===== src/tmr_pkg.sv =====
package tmr_pkg;
  // register byte offsets
  localparam logic [7:0] OFF_CTRL    = 8'h12;
  localparam logic [7:0] OFF_STAT    = 8'h13;
  localparam logic [7:0] OFF_CAP_HI  = 8'h14;
  localparam logic [7:0] OFF_CAP_LO  = 8'h15;
  localparam logic [7:0] OFF_CMP_HI  = 8'h16;
  localparam logic [7:0] OFF_CMP_LO  = 8'h17;
  localparam logic [7:0] OFF_CNT_HI  = 8'h18;
  localparam logic [7:0] OFF_CNT_LO  = 8'h19;
  localparam logic [7:0] OFF_ALT_HI  = 8'h1A;
  localparam logic [7:0] OFF_ALT_LO  = 8'h1B;

  // control register field positions
  localparam int CTL_CAP_IE  = 7;
  localparam int CTL_CMP_IE  = 6;
  localparam int CTL_WRAP_IE = 5;
  localparam int CTL_EOE     = 4;
  localparam int CTL_ECC     = 3;
  localparam int CTL_IEDG    = 1;
  localparam int CTL_OLVL    = 0;
  localparam logic [7:0] CTL_MASK = 8'hFB;

  // flag positions inside the three-bit flag vector (status bits 7..5)
  localparam int FLG_CAP  = 2;
  localparam int FLG_CMP  = 1;
  localparam int FLG_WRAP = 0;
  localparam int STAT_FLG_LSB = 5;

  // reset values and counts
  localparam logic [7:0]  CTL_RST   = 8'h00;
  localparam logic [15:0] CNT_RST   = 16'h0000;
  localparam logic [15:0] CNT_TOP   = 16'hFFFF;
  localparam int          PRESCALE  = 4;
  localparam int          CLK_MHZ   = 40;
endpackage


===== src/tmr_evt_if.sv =====
`timescale 1ns/1ps
interface tmr_evt_if;
  logic tick;     // one-cycle counter advance strobe
  logic cap_edge; // one-cycle qualifying capture edge
  modport clk_src  (output tick);
  modport edge_src (output cap_edge);
  modport core     (input tick, input cap_edge);
endinterface


===== src/tmr_clk_src.sv =====
`timescale 1ns/1ps
module tmr_clk_src #(
  parameter int DIV = tmr_pkg::PRESCALE
) (
  input  wire logic  clock,
  input  wire logic  nrst,
  input  wire logic  ext_sel,
  input  wire logic  stop_mode,
  input  wire logic  ext_osc,
  tmr_evt_if.clk_src ev
);
  typedef struct packed {
    logic [1:0] div;
    logic       osc_prev;
    logic       tick;
  } tmr_cs_t;

  tmr_cs_t s_r, s_nxt;

  // processor clock path freezes in stop; oscillator path keeps running
  always_comb begin
    s_nxt          = s_r;
    s_nxt.tick     = 1'b0;
    s_nxt.osc_prev = ext_osc;
    if (ext_sel) begin
      s_nxt.tick = ext_osc & ~s_r.osc_prev;
    end else if (!stop_mode) begin
      // wait mode is not gated: counting continues
      s_nxt.div = s_r.div + 2'h1;
      if (s_r.div == 2'(DIV - 1)) begin
        s_nxt.div  = 2'h0;
        s_nxt.tick = 1'b1;
      end
    end
  end

  always_ff @(posedge clock or negedge nrst) begin
    if (!nrst) begin
      s_r <= '0;
    end else begin
      s_r <= s_nxt;
    end
  end

  assign ev.tick = s_r.tick;
endmodule


===== src/tmr_edge_det.sv =====
`timescale 1ns/1ps
module tmr_edge_det (
  input  wire logic   clock,
  input  wire logic   nrst,
  input  wire logic   cap_pin,
  input  wire logic   rising,
  tmr_evt_if.edge_src ev
);
  typedef struct packed {
    logic prev;
    logic hit;
  } tmr_ed_t;

  tmr_ed_t s_r, s_nxt;

  // edge polarity picked by the control register
  always_comb begin
    s_nxt      = s_r;
    s_nxt.prev = cap_pin;
    s_nxt.hit  = rising ? (cap_pin & ~s_r.prev) : (~cap_pin & s_r.prev);
  end

  always_ff @(posedge clock or negedge nrst) begin
    if (!nrst) begin
      s_r <= '0;
    end else begin
      s_r <= s_nxt;
    end
  end

  assign ev.cap_edge = s_r.hit;
endmodule


===== src/tmr_top.sv =====
// How it works
// - capture edge sets the capture flag, status bit 7
// - capture flag cleared by armed status read then capture low read
// - compare equal to counter sets the compare flag, status bit 6
// - compare flag cleared by armed status read then compare low write
// - counter rolling from FFFF to 0000 sets the wrap flag, bit 5
// - wrap flag cleared by armed status read then counter low read
// - the three flags are untouched by reset
// - status register is 8 bits, flags on top, low five read zero
// - a status read arms only flags set at that moment
// - alternate counter view reads the count and never touches the wrap flag
// - wait mode keeps the timer counting and flagging
// - stop mode on processor clock freezes the counter and prescaler; capture edges still set the capture flag and register
// - on the external oscillator the timer runs in stop and wait
// - each flag requests interrupt only with its enable set
// - on the processor clock the counter advances once every four clocks; on the oscillator, once per oscillator rise
`timescale 1ns/1ps
module tmr_top (
  input  wire logic       clock,
  input  wire logic       nrst,
  input  wire logic [7:0] addr,
  input  wire logic [7:0] wdata,
  input  wire logic       wr,
  input  wire logic       rd,
  output logic      [7:0] rdata,
  input  wire logic       cap_pin,
  input  wire logic       ext_osc,
  input  wire logic       stop_mode,
  output logic            timer_irq,
  output logic            compare_out,
  output logic            osc_enable
);
  typedef struct packed {
    logic [7:0]  ctl;
    logic [15:0] cnt;
    logic [2:0]  arm;
    logic        cap_inh;
    logic        cmp_inh;
    logic [7:0]  rdata;
    logic        irq;
    logic        cmp_out;
  } tmr_st_t;

  // state that reset must not disturb
  typedef struct packed {
    logic [2:0]  flags;
    logic [15:0] cap;
    logic [15:0] cmp;
  } tmr_keep_t;

  tmr_st_t   s_r, s_nxt;
  tmr_keep_t k_r, k_nxt;
  tmr_evt_if ev ();

  logic set_cap, set_cmp, set_wrap;
  logic clr_cap, clr_cmp, clr_wrap;

  function automatic logic hit(input logic [7:0] a, input logic [7:0] off);
    return a == off;
  endfunction

  tmr_clk_src #(
    .DIV (tmr_pkg::PRESCALE)
  ) u_clk (
    .clock     (clock),
    .nrst      (nrst),
    .ext_sel   (s_r.ctl[tmr_pkg::CTL_ECC]),
    .stop_mode (stop_mode),
    .ext_osc   (ext_osc),
    .ev        (ev.clk_src)
  );

  tmr_edge_det u_edge (
    .clock   (clock),
    .nrst    (nrst),
    .cap_pin (cap_pin),
    .rising  (s_r.ctl[tmr_pkg::CTL_IEDG]),
    .ev      (ev.edge_src)
  );

  // event and clearing-access decode
  always_comb begin
    set_cap  = ev.cap_edge;
    set_cmp  = ev.tick && !s_r.cmp_inh && (k_r.cmp == s_r.cnt);
    set_wrap = ev.tick && (s_r.cnt == tmr_pkg::CNT_TOP);
    clr_cap  = rd && hit(addr, tmr_pkg::OFF_CAP_LO) && s_r.arm[tmr_pkg::FLG_CAP];
    clr_cmp  = wr && hit(addr, tmr_pkg::OFF_CMP_LO) && s_r.arm[tmr_pkg::FLG_CMP];
    clr_wrap = rd && hit(addr, tmr_pkg::OFF_CNT_LO) && s_r.arm[tmr_pkg::FLG_WRAP];
  end

  // next state: counter, flags, arming, bus
  always_comb begin
    s_nxt = s_r;
    k_nxt = k_r;
    // counter only moves on the tick, so stop on the processor clock freezes it
    if (ev.tick) begin
      s_nxt.cnt = s_r.cnt + 16'h0001;
    end
    // set beats clear when both land in one cycle
    k_nxt.flags[tmr_pkg::FLG_CAP]  = set_cap  | (k_r.flags[tmr_pkg::FLG_CAP]  & ~clr_cap);
    k_nxt.flags[tmr_pkg::FLG_CMP]  = set_cmp  | (k_r.flags[tmr_pkg::FLG_CMP]  & ~clr_cmp);
    k_nxt.flags[tmr_pkg::FLG_WRAP] = set_wrap | (k_r.flags[tmr_pkg::FLG_WRAP] & ~clr_wrap);
    // a used arm is spent; a fresh status read re-arms from current flags
    if (clr_cap) begin
      s_nxt.arm[tmr_pkg::FLG_CAP] = 1'b0;
    end
    if (clr_cmp) begin
      s_nxt.arm[tmr_pkg::FLG_CMP] = 1'b0;
    end
    if (clr_wrap) begin
      s_nxt.arm[tmr_pkg::FLG_WRAP] = 1'b0;
    end
    if (rd && hit(addr, tmr_pkg::OFF_STAT)) begin
      s_nxt.arm = k_r.flags;
    end
    // capture transfer, held off between high and low byte reads
    if (ev.cap_edge && !s_r.cap_inh) begin
      k_nxt.cap = s_r.cnt;
    end
    if (rd && hit(addr, tmr_pkg::OFF_CAP_HI)) begin
      s_nxt.cap_inh = 1'b1;
    end
    if (rd && hit(addr, tmr_pkg::OFF_CAP_LO)) begin
      s_nxt.cap_inh = 1'b0;
    end
    // compare output level follows the match
    if (set_cmp) begin
      s_nxt.cmp_out = s_r.ctl[tmr_pkg::CTL_OLVL];
    end
    // register writes
    if (wr) begin
      unique case (addr)
        tmr_pkg::OFF_CTRL: s_nxt.ctl = wdata & tmr_pkg::CTL_MASK;
        tmr_pkg::OFF_CMP_HI: begin
          k_nxt.cmp[15:8] = wdata;
          s_nxt.cmp_inh   = 1'b1;
        end
        tmr_pkg::OFF_CMP_LO: begin
          k_nxt.cmp[7:0] = wdata;
          s_nxt.cmp_inh  = 1'b0;
        end
        default: ;
      endcase
    end
    // read data valid in the cycle after the strobe only
    s_nxt.rdata = 8'h00;
    if (rd) begin
      unique case (addr)
        tmr_pkg::OFF_CTRL:   s_nxt.rdata = s_r.ctl;
        tmr_pkg::OFF_STAT:   s_nxt.rdata = {k_r.flags, 5'h00};
        tmr_pkg::OFF_CAP_HI: s_nxt.rdata = k_r.cap[15:8];
        tmr_pkg::OFF_CAP_LO: s_nxt.rdata = k_r.cap[7:0];
        tmr_pkg::OFF_CMP_HI: s_nxt.rdata = k_r.cmp[15:8];
        tmr_pkg::OFF_CMP_LO: s_nxt.rdata = k_r.cmp[7:0];
        tmr_pkg::OFF_CNT_HI: s_nxt.rdata = s_r.cnt[15:8];
        tmr_pkg::OFF_CNT_LO: s_nxt.rdata = s_r.cnt[7:0];
        tmr_pkg::OFF_ALT_HI: s_nxt.rdata = s_r.cnt[15:8];
        tmr_pkg::OFF_ALT_LO: s_nxt.rdata = s_r.cnt[7:0];
        default:             s_nxt.rdata = 8'h00;
      endcase
    end
    // enable gates the request, never the flag
    s_nxt.irq = (k_r.flags[tmr_pkg::FLG_CAP]  & s_r.ctl[tmr_pkg::CTL_CAP_IE])
              | (k_r.flags[tmr_pkg::FLG_CMP]  & s_r.ctl[tmr_pkg::CTL_CMP_IE])
              | (k_r.flags[tmr_pkg::FLG_WRAP] & s_r.ctl[tmr_pkg::CTL_WRAP_IE]);
  end

  // control state with reset
  always_ff @(posedge clock or negedge nrst) begin
    if (!nrst) begin
      s_r     <= '0;
      s_r.ctl <= tmr_pkg::CTL_RST;
      s_r.cnt <= tmr_pkg::CNT_RST;
    end else begin
      s_r <= s_nxt;
    end
  end

  // flags and data registers carry no reset
  always_ff @(posedge clock) begin
    k_r <= k_nxt;
  end

  assign rdata       = s_r.rdata;
  assign timer_irq   = s_r.irq;
  assign compare_out = s_r.cmp_out;
  assign osc_enable  = s_r.ctl[tmr_pkg::CTL_EOE];
endmodule


===== config.mk =====
export PLATFORM = sky130hd
export DESIGN_NAME = tmr_top
export DESIGN_NICKNAME = d
export VERILOG_FILES = /design/src/tmr_pkg.sv /design/src/tmr_evt_if.sv /design/src/tmr_clk_src.sv /design/src/tmr_edge_det.sv /design/src/tmr_top.sv
export SDC_FILE = /design/constraint.sdc
export NUM_CORES = 1
export LEC_CHECK = 0
export ABC_CLOCK_PERIOD_IN_PS = 1600
export BUFFER_PORTS_ARGS = -buffer_cell sky130_fd_sc_hd__buf_4
export CORE_UTILIZATION = 53
export CTS_CLUSTER_DIAMETER = 100
export DETAILED_ROUTE_END_ITERATION = 16
export PLACE_DENSITY = 0.76
export SLEW_MARGIN = 5
export SYNTH_ARGS = -nofsm -noshare
export SYNTH_HDL_FRONTEND = slang
export SYNTH_SLANG_ARGS = --single-unit

===== constraint.sdc =====
create_clock -name clock -period 1.6 [get_ports clock]
set_clock_uncertainty 0.2 [all_clocks]
set_input_delay 0.08 -clock clock [delete_from_list [all_inputs] [get_ports clock]]
set_output_delay 0.08 -clock clock [all_outputs]
set_load 0.02 [all_outputs]

==> results of run 1 <==
## cell usage after synthesis, types with 2 or more instances
library cell	count	area, um^2
sky130_fd_sc_hd__a21oi_1	13	65.1
sky130_fd_sc_hd__a22o_1	2	17.5
sky130_fd_sc_hd__and3_1	6	37.5
sky130_fd_sc_hd__buf_2	9	45.0
sky130_fd_sc_hd__buf_4	9	67.6
sky130_fd_sc_hd__clkbuf_1	5	18.8
sky130_fd_sc_hd__dfrtp_1	44	1100
sky130_fd_sc_hd__dfxtp_1	3	60.1
sky130_fd_sc_hd__edfxtp_1	32	961
sky130_fd_sc_hd__ha_1	2	25.0
sky130_fd_sc_hd__inv_1	7	26.3
sky130_fd_sc_hd__mux2_2	6	67.6
sky130_fd_sc_hd__mux2_4	7	105
sky130_fd_sc_hd__mux2i_1	10	100
sky130_fd_sc_hd__mux4_2	5	113
sky130_fd_sc_hd__nand2_1	16	60.1
sky130_fd_sc_hd__nand3_1	12	60.1
sky130_fd_sc_hd__nand3b_1	2	15.0
sky130_fd_sc_hd__nand4_1	12	75.1
sky130_fd_sc_hd__nor2_1	18	67.6
sky130_fd_sc_hd__nor2b_1	5	31.3
sky130_fd_sc_hd__nor3_1	2	10.0
sky130_fd_sc_hd__nor4_1	2	12.5
sky130_fd_sc_hd__o211ai_1	2	15.0
sky130_fd_sc_hd__o21ai_0	9	45.0
sky130_fd_sc_hd__o32ai_1	3	26.3
sky130_fd_sc_hd__xnor2_1	13	114
sky130_fd_sc_hd__xor2_1	18	158
## through the flow
stage | util, % | setup TNS [ns] | instances | worst slack (ns)
3_3_place_gp | 63.9 | -2.99 | 432 | -0.212
5_1_grt | 74.4 | -1.10 | 484 | -0.246
3_5_place_dp | 63.9 | -3.43 | 432 | -0.215
2_1_floorplan | - | -0.142 | 294 | -0.142
6_report | 74.4 | -0.317 | 484 | -0.165
4_1_cts | 71.8 | -0.317 | 472 | -0.183
## worst paths after layout
kind / endpoint / slack (ns) / cells after the start / from
min: rdata[7] / 0.03 / 4 / addr[3]
max in group asynchronous: s_r[25] / 0.74 / 2 / nrst
min reg2reg: u_clk.ev.tick / 0.25 / 1 / u_clk.s_r[1]
min in group asynchronous: s_r[12] / 0.04 / 2 / nrst
max reg2reg: compare_out / -0.16 / 5 / s_r[24]
max: compare_out / -0.16 / 5 / s_r[24]
## metal layers
| metal | vias to the layer above | track usage, % | routed length (um) |
|---|---|---|---|
| li1 | 1275 | - | - |
| met1 | 1439 | 33.0 | 3830 |
| met2 | 102 | 48.1 | 5430 |
| met3 | 22 | 8.57 | 545 |
| met4 | 0 | 12.4 | 253 |
| met5 | - | 0 | 0 |
## worst min-delay path, stage by stage
cell and delay, ns:
sky130_fd_sc_hd__buf_4 0.12, sky130_fd_sc_hd__inv_1 0.09, sky130_fd_sc_hd__a41oi_2 0.18, sky130_fd_sc_hd__a21oi_1 0.07
## flip-flops by register name (all words and copies together) (netlist names)
name / count
compare_out: 1
k_r: 35
osc_enable: 1
rdata: 8
s_r: 27
timer_irq: 1
u_clk.ev.tick: 1
u_clk.s_r: 3
u_edge.ev.cap_edge: 1
u_edge.s_r: 1
## kinds of logic (layout without fill, tap and decap cells)
logic type      after synthesis  after routing
fa+ha+maj                     2              2
mux                          28             28
flops                        79             79
compound gates               39             39
buf+inv                      30            140
simple gates                 85             85
xor+xnor                     31             31
## area by class of cell
cell class                 count  area [um^2]
fill                         419         1730
sequential                    79         2120
clock buffer                  11          151
inverter                       7         26.3
timing repair buffer         117          993
multi-input combinational    185         1600
clock inverter                 5         38.8
tap                           80          100
## repair_timing
item,4_1_cts,5_1_grt
gates resized for setup,28,24
pin swaps,13,16
setup buffers,8,15
endpoints found under the setup margin,11,21
hold buffers,16,0
hold endpoints to repair,84,0
## power by group
group	switching [mW]	internal (mW)	total (mW)
clock	0.770	0.658	1.43
sequential	0.119	2.25	2.37
combinational	0.418	0.496	0.915
==> results.rst, run 1 <==
.. list-table::
   :header-rows: 1

   * - Metric
     - Value
   * - Count of input and output buffers
     - 33
   * - Max-slew violation total from the final report
     - 0
   * - Slowest CP cell
     - sky130_fd_sc_hd__dfrtp_1
   * - Via count
     - 2838
   * - Crit-path leading delay family
     - flip-flops
   * - Pin count of the biggest net entering global routing
     - 45
   * - Clock latency on the worst-skew pair
     - 0.37 ns
   * - Unrepaired setup endpoints after global routing
     - yes
   * - TritonCTS clock tree
     - built
   * - Share of synthesized flip-flops with an asynchronous set or reset
     - 55.7%
   * - Leakage power
     - 2.20 nW
   * - Post-route setup slack
     - -0.165 ns
   * - Max Fclk
     - 567 MHz
   * - Net count reported at finish
     - 424
   * - Overall power after layout
     - 4.71 mW
   * - Multiplexer share of the synthesized area
     - 10.4%
   * - Die height
     - 85.5 um
   * - Synth Area in Compound Gates
     - 6.80%
   * - Worst Path Required
     - 1.67 ns
   * - Post-Syn Instances
     - 294
   * - CTS H-tree lvls
     - 3
   * - TritonCTS Sinks
     - 79
   * - Routed WL
     - 10.1 mm
   * - Final HPWL DP
     - 6.26 mm
   * - Top library cells by usage in the layout, fill and taps aside
     - sky130_fd_sc_hd__buf_4, sky130_fd_sc_hd__dfrtp_1, sky130_fd_sc_hd__edfxtp_1, sky130_fd_sc_hd__xor2_1
   * - Worst max-slew margin expressed relative to the limit
     - 60.0%
   * - Number of enable-type register cells in the synthesized netlist
     - 32
   * - Core Box Area
     - 6760 um^2
   * - Period Utilization, post-route
     - 110%
   * - Via count of the first global-routing pass
     - 2936
   * - Max Fanout on Critical Path
     - 2
   * - Peak VDD IR
     - 0.889 mV
   * - Global-route usage over all layers
     - 28.2%
   * - Maximum clock insertion buffer count
     - 2
   * - Sequential-to-total area share from yosys stat
     - 57.4%
   * - X dimension of the die
     - 85.5 um
   * - Post-detailed-placement cell area
     - 4320 um^2
   * - Arrival @ worst endpoint
     - 1.83 ns
   * - Slew at the pin with the worst max-slew slack
     - 0.600 ns
   * - Weighted congestion reported at the end of routability-driven placement
     - 0.942
   * - Area growth from synthesis to layout
     - 36.1%
   * - Setup crit end kind
     - flop
   * - Final antenna diode count
     - 0
   * - Most common library cell in the layout ignoring fill and taps
     - sky130_fd_sc_hd__buf_4
   * - CTS Buf Count
     - 9
   * - Critical path cell sequence
     - xor2_1 -> nor4_1 -> buf_4 -> nand4_1 -> mux2_2
   * - Share of the synthesized netlist area taken by xor and xnor gates
     - 7.35%
   * - Crit path buf inv count
     - 1
   * - Crit path time final
     - 1.76 ns
   * - Vias/cell
     - 5.86
   * - Hold Slack
     - 0.0278 ns
   * - Final instance area
     - 5030 um^2
   * - Share of final-layout standard cells stronger than drive strength 1
     - 41.8%
   * - Syn_nets
     - 319
   * - Number of warnings reported in the yosys synthesis log
     - 0
   * - Startpoint kind of the worst setup timing path
     - flop
   * - Post-synthesis share of cell area spent on full adders, half adders and majority gates
     - 0.677%
   * - Critical path class
     - reg -> reg
   * - Power per cell area
     - 936 nW/um^2
   * - FF+latch count, synth
     - 79
   * - Area of the mapped netlist
     - 3700 um^2
   * - Detailed router's first-iteration violation count
     - 203
   * - Total count of hold-check failures in the final report
     - 0
   * - Residual overflow from global routing
     - 0
   * - Post-synthesis cell type count
     - 48
   * - Clock root buffer master
     - sky130_fd_sc_hd__clkbuf_8
   * - Count of maximum capacitance violations
     - 0
   * - Clock edge transition at the registers on the reported setup and hold paths
     - 0.09 ns
   * - Antenna violations before repair
     - 0
   * - Largest family of logic cells by synthesized area
     - simple AND/OR/NAND/NOR gates
   * - Run status
     - finished, violations left
   * - Average wire per cell in the routed design
     - 20.8 um
   * - Residual antenna-violating net count after detailed routing
     - 0
   * - Post-detailed-route DRC marker count
     - 0
   * - Crit path largest cell delay
     - 0.43 ns
   * - Die ar.
     - 7310 um^2
   * - Initial standard-cell utilization of the core
     - 54.7%
   * - Setup-violating endpoint count in the final report
     - 5
   * - First-pass DRT Iterations
     - 5
   * - Violations in the final reports
     - setup timing
   * - Wire length of the first global-routing pass
     - 14.9 mm
   * - Site Rows
     - 30
   * - Kind of path behind the tightest hold check
     - in -> reg
   * - Synthesized area per cell
     - 12.6 um^2
   * - Dominant synthesized flop cell
     - sky130_fd_sc_hd__dfrtp_1
   * - Io pins
     - 34
   * - Simple-gate area share of the yosys netlist
     - 13.1%
No activity file was read; power rests on OpenSTA's default activity.
==> inputs of run 2 (changes only) <==
SETUP_SLACK_MARGIN = 0.5   (was default)
==> results.rst, run 2 (synthesis gave the netlist of run 1 again) <==
.. list-table::
   :header-rows: 1

   * - Metric
     - Value
   * - Run status
     - finished, violations left
   * - Violations in the final reports
     - setup timing
   * - Initial standard-cell utilization of the core
     - 54.7% (unchanged)
   * - Crit path buf inv count
     - 0 (-1)
   * - CTS H-tree lvls
     - 3 (unchanged)
   * - Hold Slack
     - 0.0140 ns (-0.0138 ns)
   * - Maximum clock insertion buffer count
     - 2 (unchanged)
   * - Slowest CP cell
     - sky130_fd_sc_hd__edfxtp_1
   * - Core Box Area
     - 6760 um^2 (unchanged)
   * - TritonCTS clock tree
     - built
   * - Top library cells by usage in the layout, fill and taps aside
     - sky130_fd_sc_hd__buf_4, sky130_fd_sc_hd__dfrtp_1, sky130_fd_sc_hd__buf_6, sky130_fd_sc_hd__edfxtp_1, sky130_fd_sc_hd__xor2_1
   * - Clock latency on the worst-skew pair
     - 0.38 ns (about the same)
   * - Net count reported at finish
     - 438 (+3.3%)
   * - Top register by number of flip-flops
     - k_r
   * - TNS Setup
     - -1.58 ns (-1.27 ns)
   * - Count of maximum capacitance violations
     - 0 (unchanged)
   * - Via count of the first global-routing pass
     - 2992 (+1.9%)
   * - Setup-violating endpoint count in the final report
     - 12 (+7)
   * - Worst max-slew margin expressed relative to the limit
     - 59.9% (-0.17 points)
   * - Die height
     - 85.5 um (unchanged)
   * - Leakage power
     - 2.38 nW (+7.9%)
   * - Unrepaired setup endpoints after global routing
     - yes
   * - Weighted congestion reported at the end of routability-driven placement
     - 0.888 (-5.7%)
   * - Crit path time final
     - 1.97 ns (+0.200 ns)
   * - Max-slew violation total from the final report
     - 0 (unchanged)
   * - Worst Path Required
     - 1.67 ns (about the same)
   * - Share of final-layout standard cells stronger than drive strength 1
     - 50.5% (+8.6 points)
   * - Critical path cell sequence
     - xnor2_2 -> nand4_1 -> nor4b_2 -> nand4_1 -> mux2_2
   * - Count of input and output buffers
     - 33 (unchanged)
   * - Fraction of met2 tracks used by global routing
     - 54.8% (+6.6 points)
   * - Setup crit end kind
     - flop
   * - Detailed router's first-iteration violation count
     - 270 (+33%)
   * - Power per cell area
     - 966 nW/um^2 (+3.2%)
   * - Clock edge transition at the registers on the reported setup and hold paths
     - 0.10 ns (about the same)
   * - Max Fanout on Critical Path
     - 2 (unchanged)
   * - Post-Route Utilization
     - 81.1% (+6.6 points)
   * - Routed WL
     - 12.0 mm (+19%)
   * - Area growth from synthesis to layout
     - 48.2%
   * - Site Rows
     - 30 (unchanged)
   * - Clock root buffer master
     - sky130_fd_sc_hd__clkbuf_8
   * - Antenna violations before repair
     - 0 (unchanged)
   * - Residual antenna-violating net count after detailed routing
     - 0 (unchanged)
   * - Slew at the pin with the worst max-slew slack
     - 0.602 ns (+0.00251 ns)
   * - Vias/cell
     - 6.15 (+4.9%)
   * - Post-detailed-placement cell area
     - 4320 um^2 (about the same)
   * - Pin count of the biggest net entering global routing
     - 45 (unchanged)
   * - Arrival @ worst endpoint
     - 2.04 ns (+0.21 ns)
   * - Max FFs per register
     - 35 (unchanged)
   * - Io pins
     - 34 (unchanged)
   * - First-pass DRT Iterations
     - 5 (unchanged)
   * - Via count
     - 3064 (+8.0%)
   * - Crit path largest cell delay
     - 0.49 ns (+0.06 ns)
   * - Startpoint kind of the worst setup timing path
     - flop
   * - Final instance area
     - 5480 um^2 (+8.9%)
   * - Die ar.
     - 7310 um^2 (unchanged)
   * - Wire length of the first global-routing pass
     - 16.4 mm (+10%)
   * - Final antenna diode count
     - 0 (unchanged)
   * - Residual overflow from global routing
     - 0 (unchanged)
   * - Max Fclk
     - 509 MHz (-10%)
   * - Post-route setup slack
     - -0.365 ns (-0.200 ns)
   * - Cell repeated most along the worst path
     - sky130_fd_sc_hd__nand4_1
   * - Most common library cell in the layout ignoring fill and taps
     - sky130_fd_sc_hd__buf_4
   * - Overall power after layout
     - 5.29 mW (+12%)
   * - Post-detailed-route DRC marker count
     - 0 (unchanged)
   * - CTS Buf Count
     - 9 (unchanged)
   * - Global-route usage over all layers
     - 31.5% (+3.3 points)
   * - TritonCTS Sinks
     - 79 (unchanged)
   * - Critical path class
     - reg -> reg
   * - Peak VDD IR
     - 1.06 mV (+19%)
   * - Crit-path leading delay family
     - simple AND/OR/NAND/NOR gates
   * - Fraction of met1 tracks used by global routing
     - 37.8% (+4.8 points)
   * - Average wire per cell in the routed design
     - 24.1 um (+16%)
   * - Period Utilization, post-route
     - 123% (+13 points)
   * - X dimension of the die
     - 85.5 um (unchanged)
   * - Final HPWL DP
     - 6.13 mm (-2.0%)
   * - Global route hottest layer
     - met2
   * - Met3 Use GR
     - 6.74% (-1.8 points)
   * - Kind of path behind the tightest hold check
     - in -> reg
   * - Total count of hold-check failures in the final report
     - 0 (unchanged)
[run 2: cell count changes in the layout (fill, tap and decap cells not counted), moves of 4 or more]
cell,change
sky130_fd_sc_hd__buf_6,+32
sky130_fd_sc_hd__buf_4,-21
sky130_fd_sc_hd__a21oi_1,-4
sky130_fd_sc_hd__a21oi_2,+4
[run 2: stage by stage]
stage	instances	setup WS [ns]
2_1_floorplan	294	-0.126
3_3_place_gp	423	-0.199
3_5_place_dp	423	-0.204
4_1_cts	477	-0.156
5_1_grt	498	-0.377
6_report	498	-0.365
[run 2: final timing paths]
| kind | slack, ns | cells after the start | start | end |
|---|---|---|---|---|
| min in group asynchronous | 0.05 | 2 | nrst | s_r[12] |
| worst max-delay path | -0.37 | 5 | k_r[15] | compare_out |
| worst max register to register | -0.37 | 5 | k_r[15] | compare_out |
| max in group asynchronous | 0.71 | 2 | nrst | s_r[16] |
| worst min-delay path | 0.01 | 3 | wr | s_r[34] |
| worst min register to register | 0.27 | 1 | u_edge.ev.cap_edge | k_r[34] |
[run 2: worst register-to-register path: stages, from the launching register on]
cell,delay (ns)
sky130_fd_sc_hd__edfxtp_1,0.49
sky130_fd_sc_hd__xnor2_2,0.25
sky130_fd_sc_hd__nand4_1,0.17
sky130_fd_sc_hd__nor4b_2,0.29
sky130_fd_sc_hd__nand4_1,0.16
sky130_fd_sc_hd__mux2_2,0.30
[run 2: area by class of cell]
type,count,area (um^2)
Fill cell,322,1280
Inverter,7,31.3
Timing Repair Buffer,130,1230
Timing Repair inverter,1,7.51
Tap cell,80,100
Sequential cell,79,2130
Clock buffer,9,124
Multi-Input combinational cell,185,1770
Clock inverter,7,87.6
[run 2: power by group]
group	switching [mW]	internal, mW
registers	0.134	2.25
logic	0.555	0.739
clock network	0.851	0.758
total	1.54	3.75
[run 2: routing by layer]
metal | wire length (um) | up-vias
li1 | - | 1297
met4 | 608 | 0
met1 | 4260 | 1530
met3 | 758 | 55
met5 | 0 | -
met2 | 6360 | 182
[run 2: what timing repair did]
item,4_1_cts,5_1_grt
gates cloned,1,1
pin swaps,26,22
resized for setup,73,29
setup buffers,21,20
endpoints found under the hold margin,84,3
hold buffers,16,1
endpoints found under the setup margin,85,90
==> inputs of run 3 (changes only) <==
ABC_AREA = 1   (was default)
CORE_UTILIZATION = 54   (was 53)
PLACE_DENSITY = 0.77   (was 0.76)
==> results.rst, run 3 <==
.. list-table::
   :header-rows: 1

   * - Metric
     - Value
   * - Residual overflow from global routing
     - 0 (unchanged)
   * - Share of synthesized flip-flops with an asynchronous set or reset
     - 55.7% (unchanged)
   * - Share of final-layout standard cells stronger than drive strength 1
     - 33.1% (-17 points)
   * - Post-detailed-placement cell area
     - 4470 um^2 (+3.6%)
   * - Beginning of the worst hold path
     - stop_mode
   * - Commonest cells post-synth
     - sky130_fd_sc_hd__nand2_1, sky130_fd_sc_hd__inv_1, sky130_fd_sc_hd__nor2_1
   * - Setup-violating endpoint count in the final report
     - 0 (-12)
   * - Clock edge transition at the registers on the reported setup and hold paths
     - 0.09 ns (about the same)
   * - Average wire per cell in the routed design
     - 16.7 um (-30%)
   * - Sequential-to-total area share from yosys stat
     - 54.4% (-3.0 points)
   * - Final instance area
     - 5260 um^2 (-4.0%)
   * - Final antenna diode count
     - 0 (unchanged)
   * - Count of input and output buffers
     - 33 (unchanged)
   * - Worst max-slew margin expressed relative to the limit
     - 60.9% (+1.0 points)
   * - Dominant synthesized flop cell
     - sky130_fd_sc_hd__dfrtp_1
   * - Via count of the first global-routing pass
     - 3234 (+8.1%)
   * - Psw
     - 1.36 mW (-12%)
   * - Top library cells by usage in the layout, fill and taps aside
     - sky130_fd_sc_hd__nand2_1, sky130_fd_sc_hd__buf_4, sky130_fd_sc_hd__inv_1, sky130_fd_sc_hd__dfrtp_1, sky130_fd_sc_hd__nand3_1
   * - Slowest CP cell
     - sky130_fd_sc_hd__dfrtp_2
   * - Antenna violations before repair
     - 0 (unchanged)
   * - TritonCTS Sinks
     - 79 (unchanged)
   * - Startpoint kind of the worst setup timing path
     - flop
   * - Sequential fraction of design power
     - 48.5% (+3.4 points)
   * - Leakage power
     - 2.43 nW (+2.2%)
   * - TritonCTS clock tree
     - built
   * - Hold Slack
     - -0.156 ns (-0.170 ns)
   * - Worst reg2reg path startpoint
     - s_r[16]
   * - Pin count of the biggest net entering global routing
     - 45 (unchanged)
   * - Top register by number of flip-flops
     - k_r
   * - Number of warnings reported in the yosys synthesis log
     - 0 (unchanged)
   * - Kind of path behind the tightest hold check
     - in -> reg
   * - Clock root buffer master
     - sky130_fd_sc_hd__clkbuf_8
   * - Fraction of power consumed by combinational cells
     - 18.3% (-6.2 points)
   * - Period Utilization, post-route
     - 98.8% (-24 points)
   * - Max Fclk
     - 633 MHz (+24%)
   * - Via count
     - 3399 (+11%)
   * - Violations in the final reports
     - hold timing
   * - Vias/cell
     - 5.40 (-12%)
   * - Routed WL
     - 10.6 mm (-12%)
   * - Final HPWL DP
     - 7.04 mm (+15%)
   * - Total count of hold-check failures in the final report
     - 13 (+13)
   * - Wire length of the first global-routing pass
     - 15.7 mm (-4.5%)
   * - Io pins
     - 34 (unchanged)
   * - CTS H-tree lvls
     - 3 (unchanged)
   * - Synthesized area per cell
     - 8.76 um^2 (-30%)
   * - Maximum clock insertion buffer count
     - 2 (unchanged)
   * - Max-slew violation total from the final report
     - 0 (unchanged)
   * - Crit path time final
     - 1.58 ns (-0.385 ns)
   * - Detailed router's first-iteration violation count
     - 384 (+42%)
   * - Portion of synthesized cell area occupied by the leading cell type
     - 28.3% (-1.5 points)
   * - Post-Syn Instances
     - 445 (+51%)
   * - Critical R2R Capture
     - s_r[29]
   * - Most common library cell in the layout ignoring fill and taps
     - sky130_fd_sc_hd__nand2_1
   * - Post-synthesis cell type count
     - 29 (-40%)
   * - Syn_nets
     - 470 (+47%)
   * - Die height
     - 87.0 um (+1.7%)
   * - Number of inserted filler cells in the final layout
     - 481 (+49%)
   * - Number of enable-type register cells in the synthesized netlist
     - 32 (unchanged)
   * - FF+latch count, synth
     - 79 (unchanged)
   * - Area of the mapped netlist
     - 3900 um^2 (+5.5%)
   * - Most numerous cell in the Yosys netlist
     - sky130_fd_sc_hd__nand2_1
   * - Crit path largest cell delay
     - 0.43 ns (-0.06 ns)
   * - Synth area leader
     - sky130_fd_sc_hd__dfrtp_1
   * - Max Fanout on Critical Path
     - 5 (+3)
   * - Weighted congestion reported at the end of routability-driven placement
     - 0.980 (+10%)
   * - Count of maximum capacitance violations
     - 0 (unchanged)
   * - Worst Hold Path EP
     - u_clk.ev.tick
   * - Ranking of synthesized cells by area
     - sky130_fd_sc_hd__dfrtp_1, sky130_fd_sc_hd__edfxtp_1, sky130_fd_sc_hd__nand2_1, sky130_fd_sc_hd__nand3_1, sky130_fd_sc_hd__inv_1
   * - TNS Setup
     - 0 ns (+1.58 ns)
   * - Power per cell area
     - 938 nW/um^2 (-2.9%)
   * - Global-route usage over all layers
     - 28.4% (-3.0 points)
   * - Worst Path Required
     - 1.70 ns (+0.03 ns)
   * - Critical path cell sequence
     - ha_4 -> nand3_4 -> nor2_4 -> nand2_2 -> nor2_4 -> nand2_4 -> nor2_2 -> nand2_1 -> nand2_1
   * - Arrival @ worst endpoint
     - 1.68 ns (-0.36 ns)
   * - R2R setup slack
     - 0.02 ns (+0.39 ns)
   * - Peak VDD IR
     - 0.686 mV (-35%)
   * - Critical path class
     - reg -> reg
   * - Max FFs per register
     - 35 (unchanged)
   * - Hold-critical path depth
     - 4 (+1)
   * - X dimension of the die
     - 87.0 um (+1.7%)
   * - Number of cells on the worst reg-to-reg path
     - 9 (+4)
   * - CTS Buf Count
     - 9 (unchanged)
   * - Core Box Area
     - 6870 um^2 (+1.7%)
   * - Switch share
     - 27.6% (-1.5 points)
   * - Cell internal pwr
     - 3.57 mW (-4.8%)
   * - Slew at the pin with the worst max-slew slack
     - 0.587 ns (-0.0153 ns)
   * - Run status
     - finished, violations left
   * - Residual antenna-violating net count after detailed routing
     - 0 (unchanged)
   * - Clock latency on the worst-skew pair
     - 0.35 ns (-0.03 ns)
   * - Share of power burned in the clock network
     - 33.2% (+2.8 points)
   * - Die ar.
     - 7560 um^2 (+3.4%)
   * - Net count reported at finish
     - 554 (+26%)
   * - Post-Route Utilization
     - 76.6% (-4.5 points)
   * - Unrepaired setup endpoints after global routing
     - yes
   * - Area growth from synthesis to layout
     - 34.9%
   * - Setup crit end kind
     - flop
   * - Post-detailed-route DRC marker count
     - 0 (unchanged)
   * - First-pass DRT Iterations
     - 4 (-1)
   * - Initial standard-cell utilization of the core
     - 56.7% (+2.0 points)
   * - Site Rows
     - 30 (unchanged)
## run 3: layer usage
| metal | global-route usage (%) | routed length, um |
|---|---|---|
| met1 | 37.2 | 4390 |
| met2 | 46.6 | 5210 |
| met4 | 8.79 | 199 |
| met5 | 0 | 0 |
| met3 | 7.39 | 747 |
## run 3: logic make-up after synthesis
family / share of synthesized area (%)
AOI/OAI and AO/OA: 4.82
xor gates and xnor gates: 2.47
adders and majority gates: 0.642
buffers and inverters: 8.31
DFF: 54.4
muxes: 0.289
and+or+nand+nor: 29.0
## run 3: area by class of cell
type,instances,area (um^2),area share [%]
Multi-Input combinational cell,292,1680,31.9
Timing Repair Buffer,91,877,16.7
Clock buffer,9,124,2.36
Inverter,56,234,4.45
Tap cell,96,120,2.28
Clock inverter,7,97.6,1.86
Sequential cell,79,2130,40.5
## run 3: worst max-delay path: cells and delay by family (launching register included)
family | cells | cell delay [ns]
flip-flops | 1 | 0.43
AND/OR/NAND/NOR | 8 | 0.73
adder cells (fa/ha/maj) | 1 | 0.16
## run 3: power by group through the flow
stage               sequential, mW  combinational [mW]  clock (mW)
finish                        2.39               0.904        1.64
global route                  2.41               0.974        1.75
CTS                           2.38               0.833        1.64
detailed placement            2.42               0.648           0
global placement              2.42               0.632           0
floorplan                     2.44               0.347           0
## run 3: stage by stage
| stage | power, mW | setup slack [ns] | instances |
|---|---|---|---|
| finish | 4.93 | 0.0199 | 630 |
| global route | 5.13 | -0.0976 | 630 |
| CTS | 4.86 | 0.0617 | 620 |
| detailed placement | 3.07 | -0.0179 | 580 |
| global placement | 3.05 | 0.0337 | 580 |
| floorplan | 2.79 | 0.0981 | 445 |
## run 3: what timing repair did
item	in CTS	in global routing
gates cloned	0	2
hold buffers	12	1
setup buffers	12	8
pin swaps	12	14
setup endpoints to repair	55	80
hold endpoints to repair	88	12
resized for setup	37	41
## run 3: how the worst max path moves through the flow
stage	start	end	slack (ns)	depth (start not counted)
finish	s_r[16]	s_r[29]	0.02	9
global route	s_r[23]	s_r[29]	-0.1	8
CTS	s_r[16]	s_r[29]	0.06	8
detailed placement	s_r[16]	s_r[29]	-0.02	8
global placement	s_r[16]	s_r[29]	0.03	8
floorplan	s_r[16]	s_r[29]	0.1	8
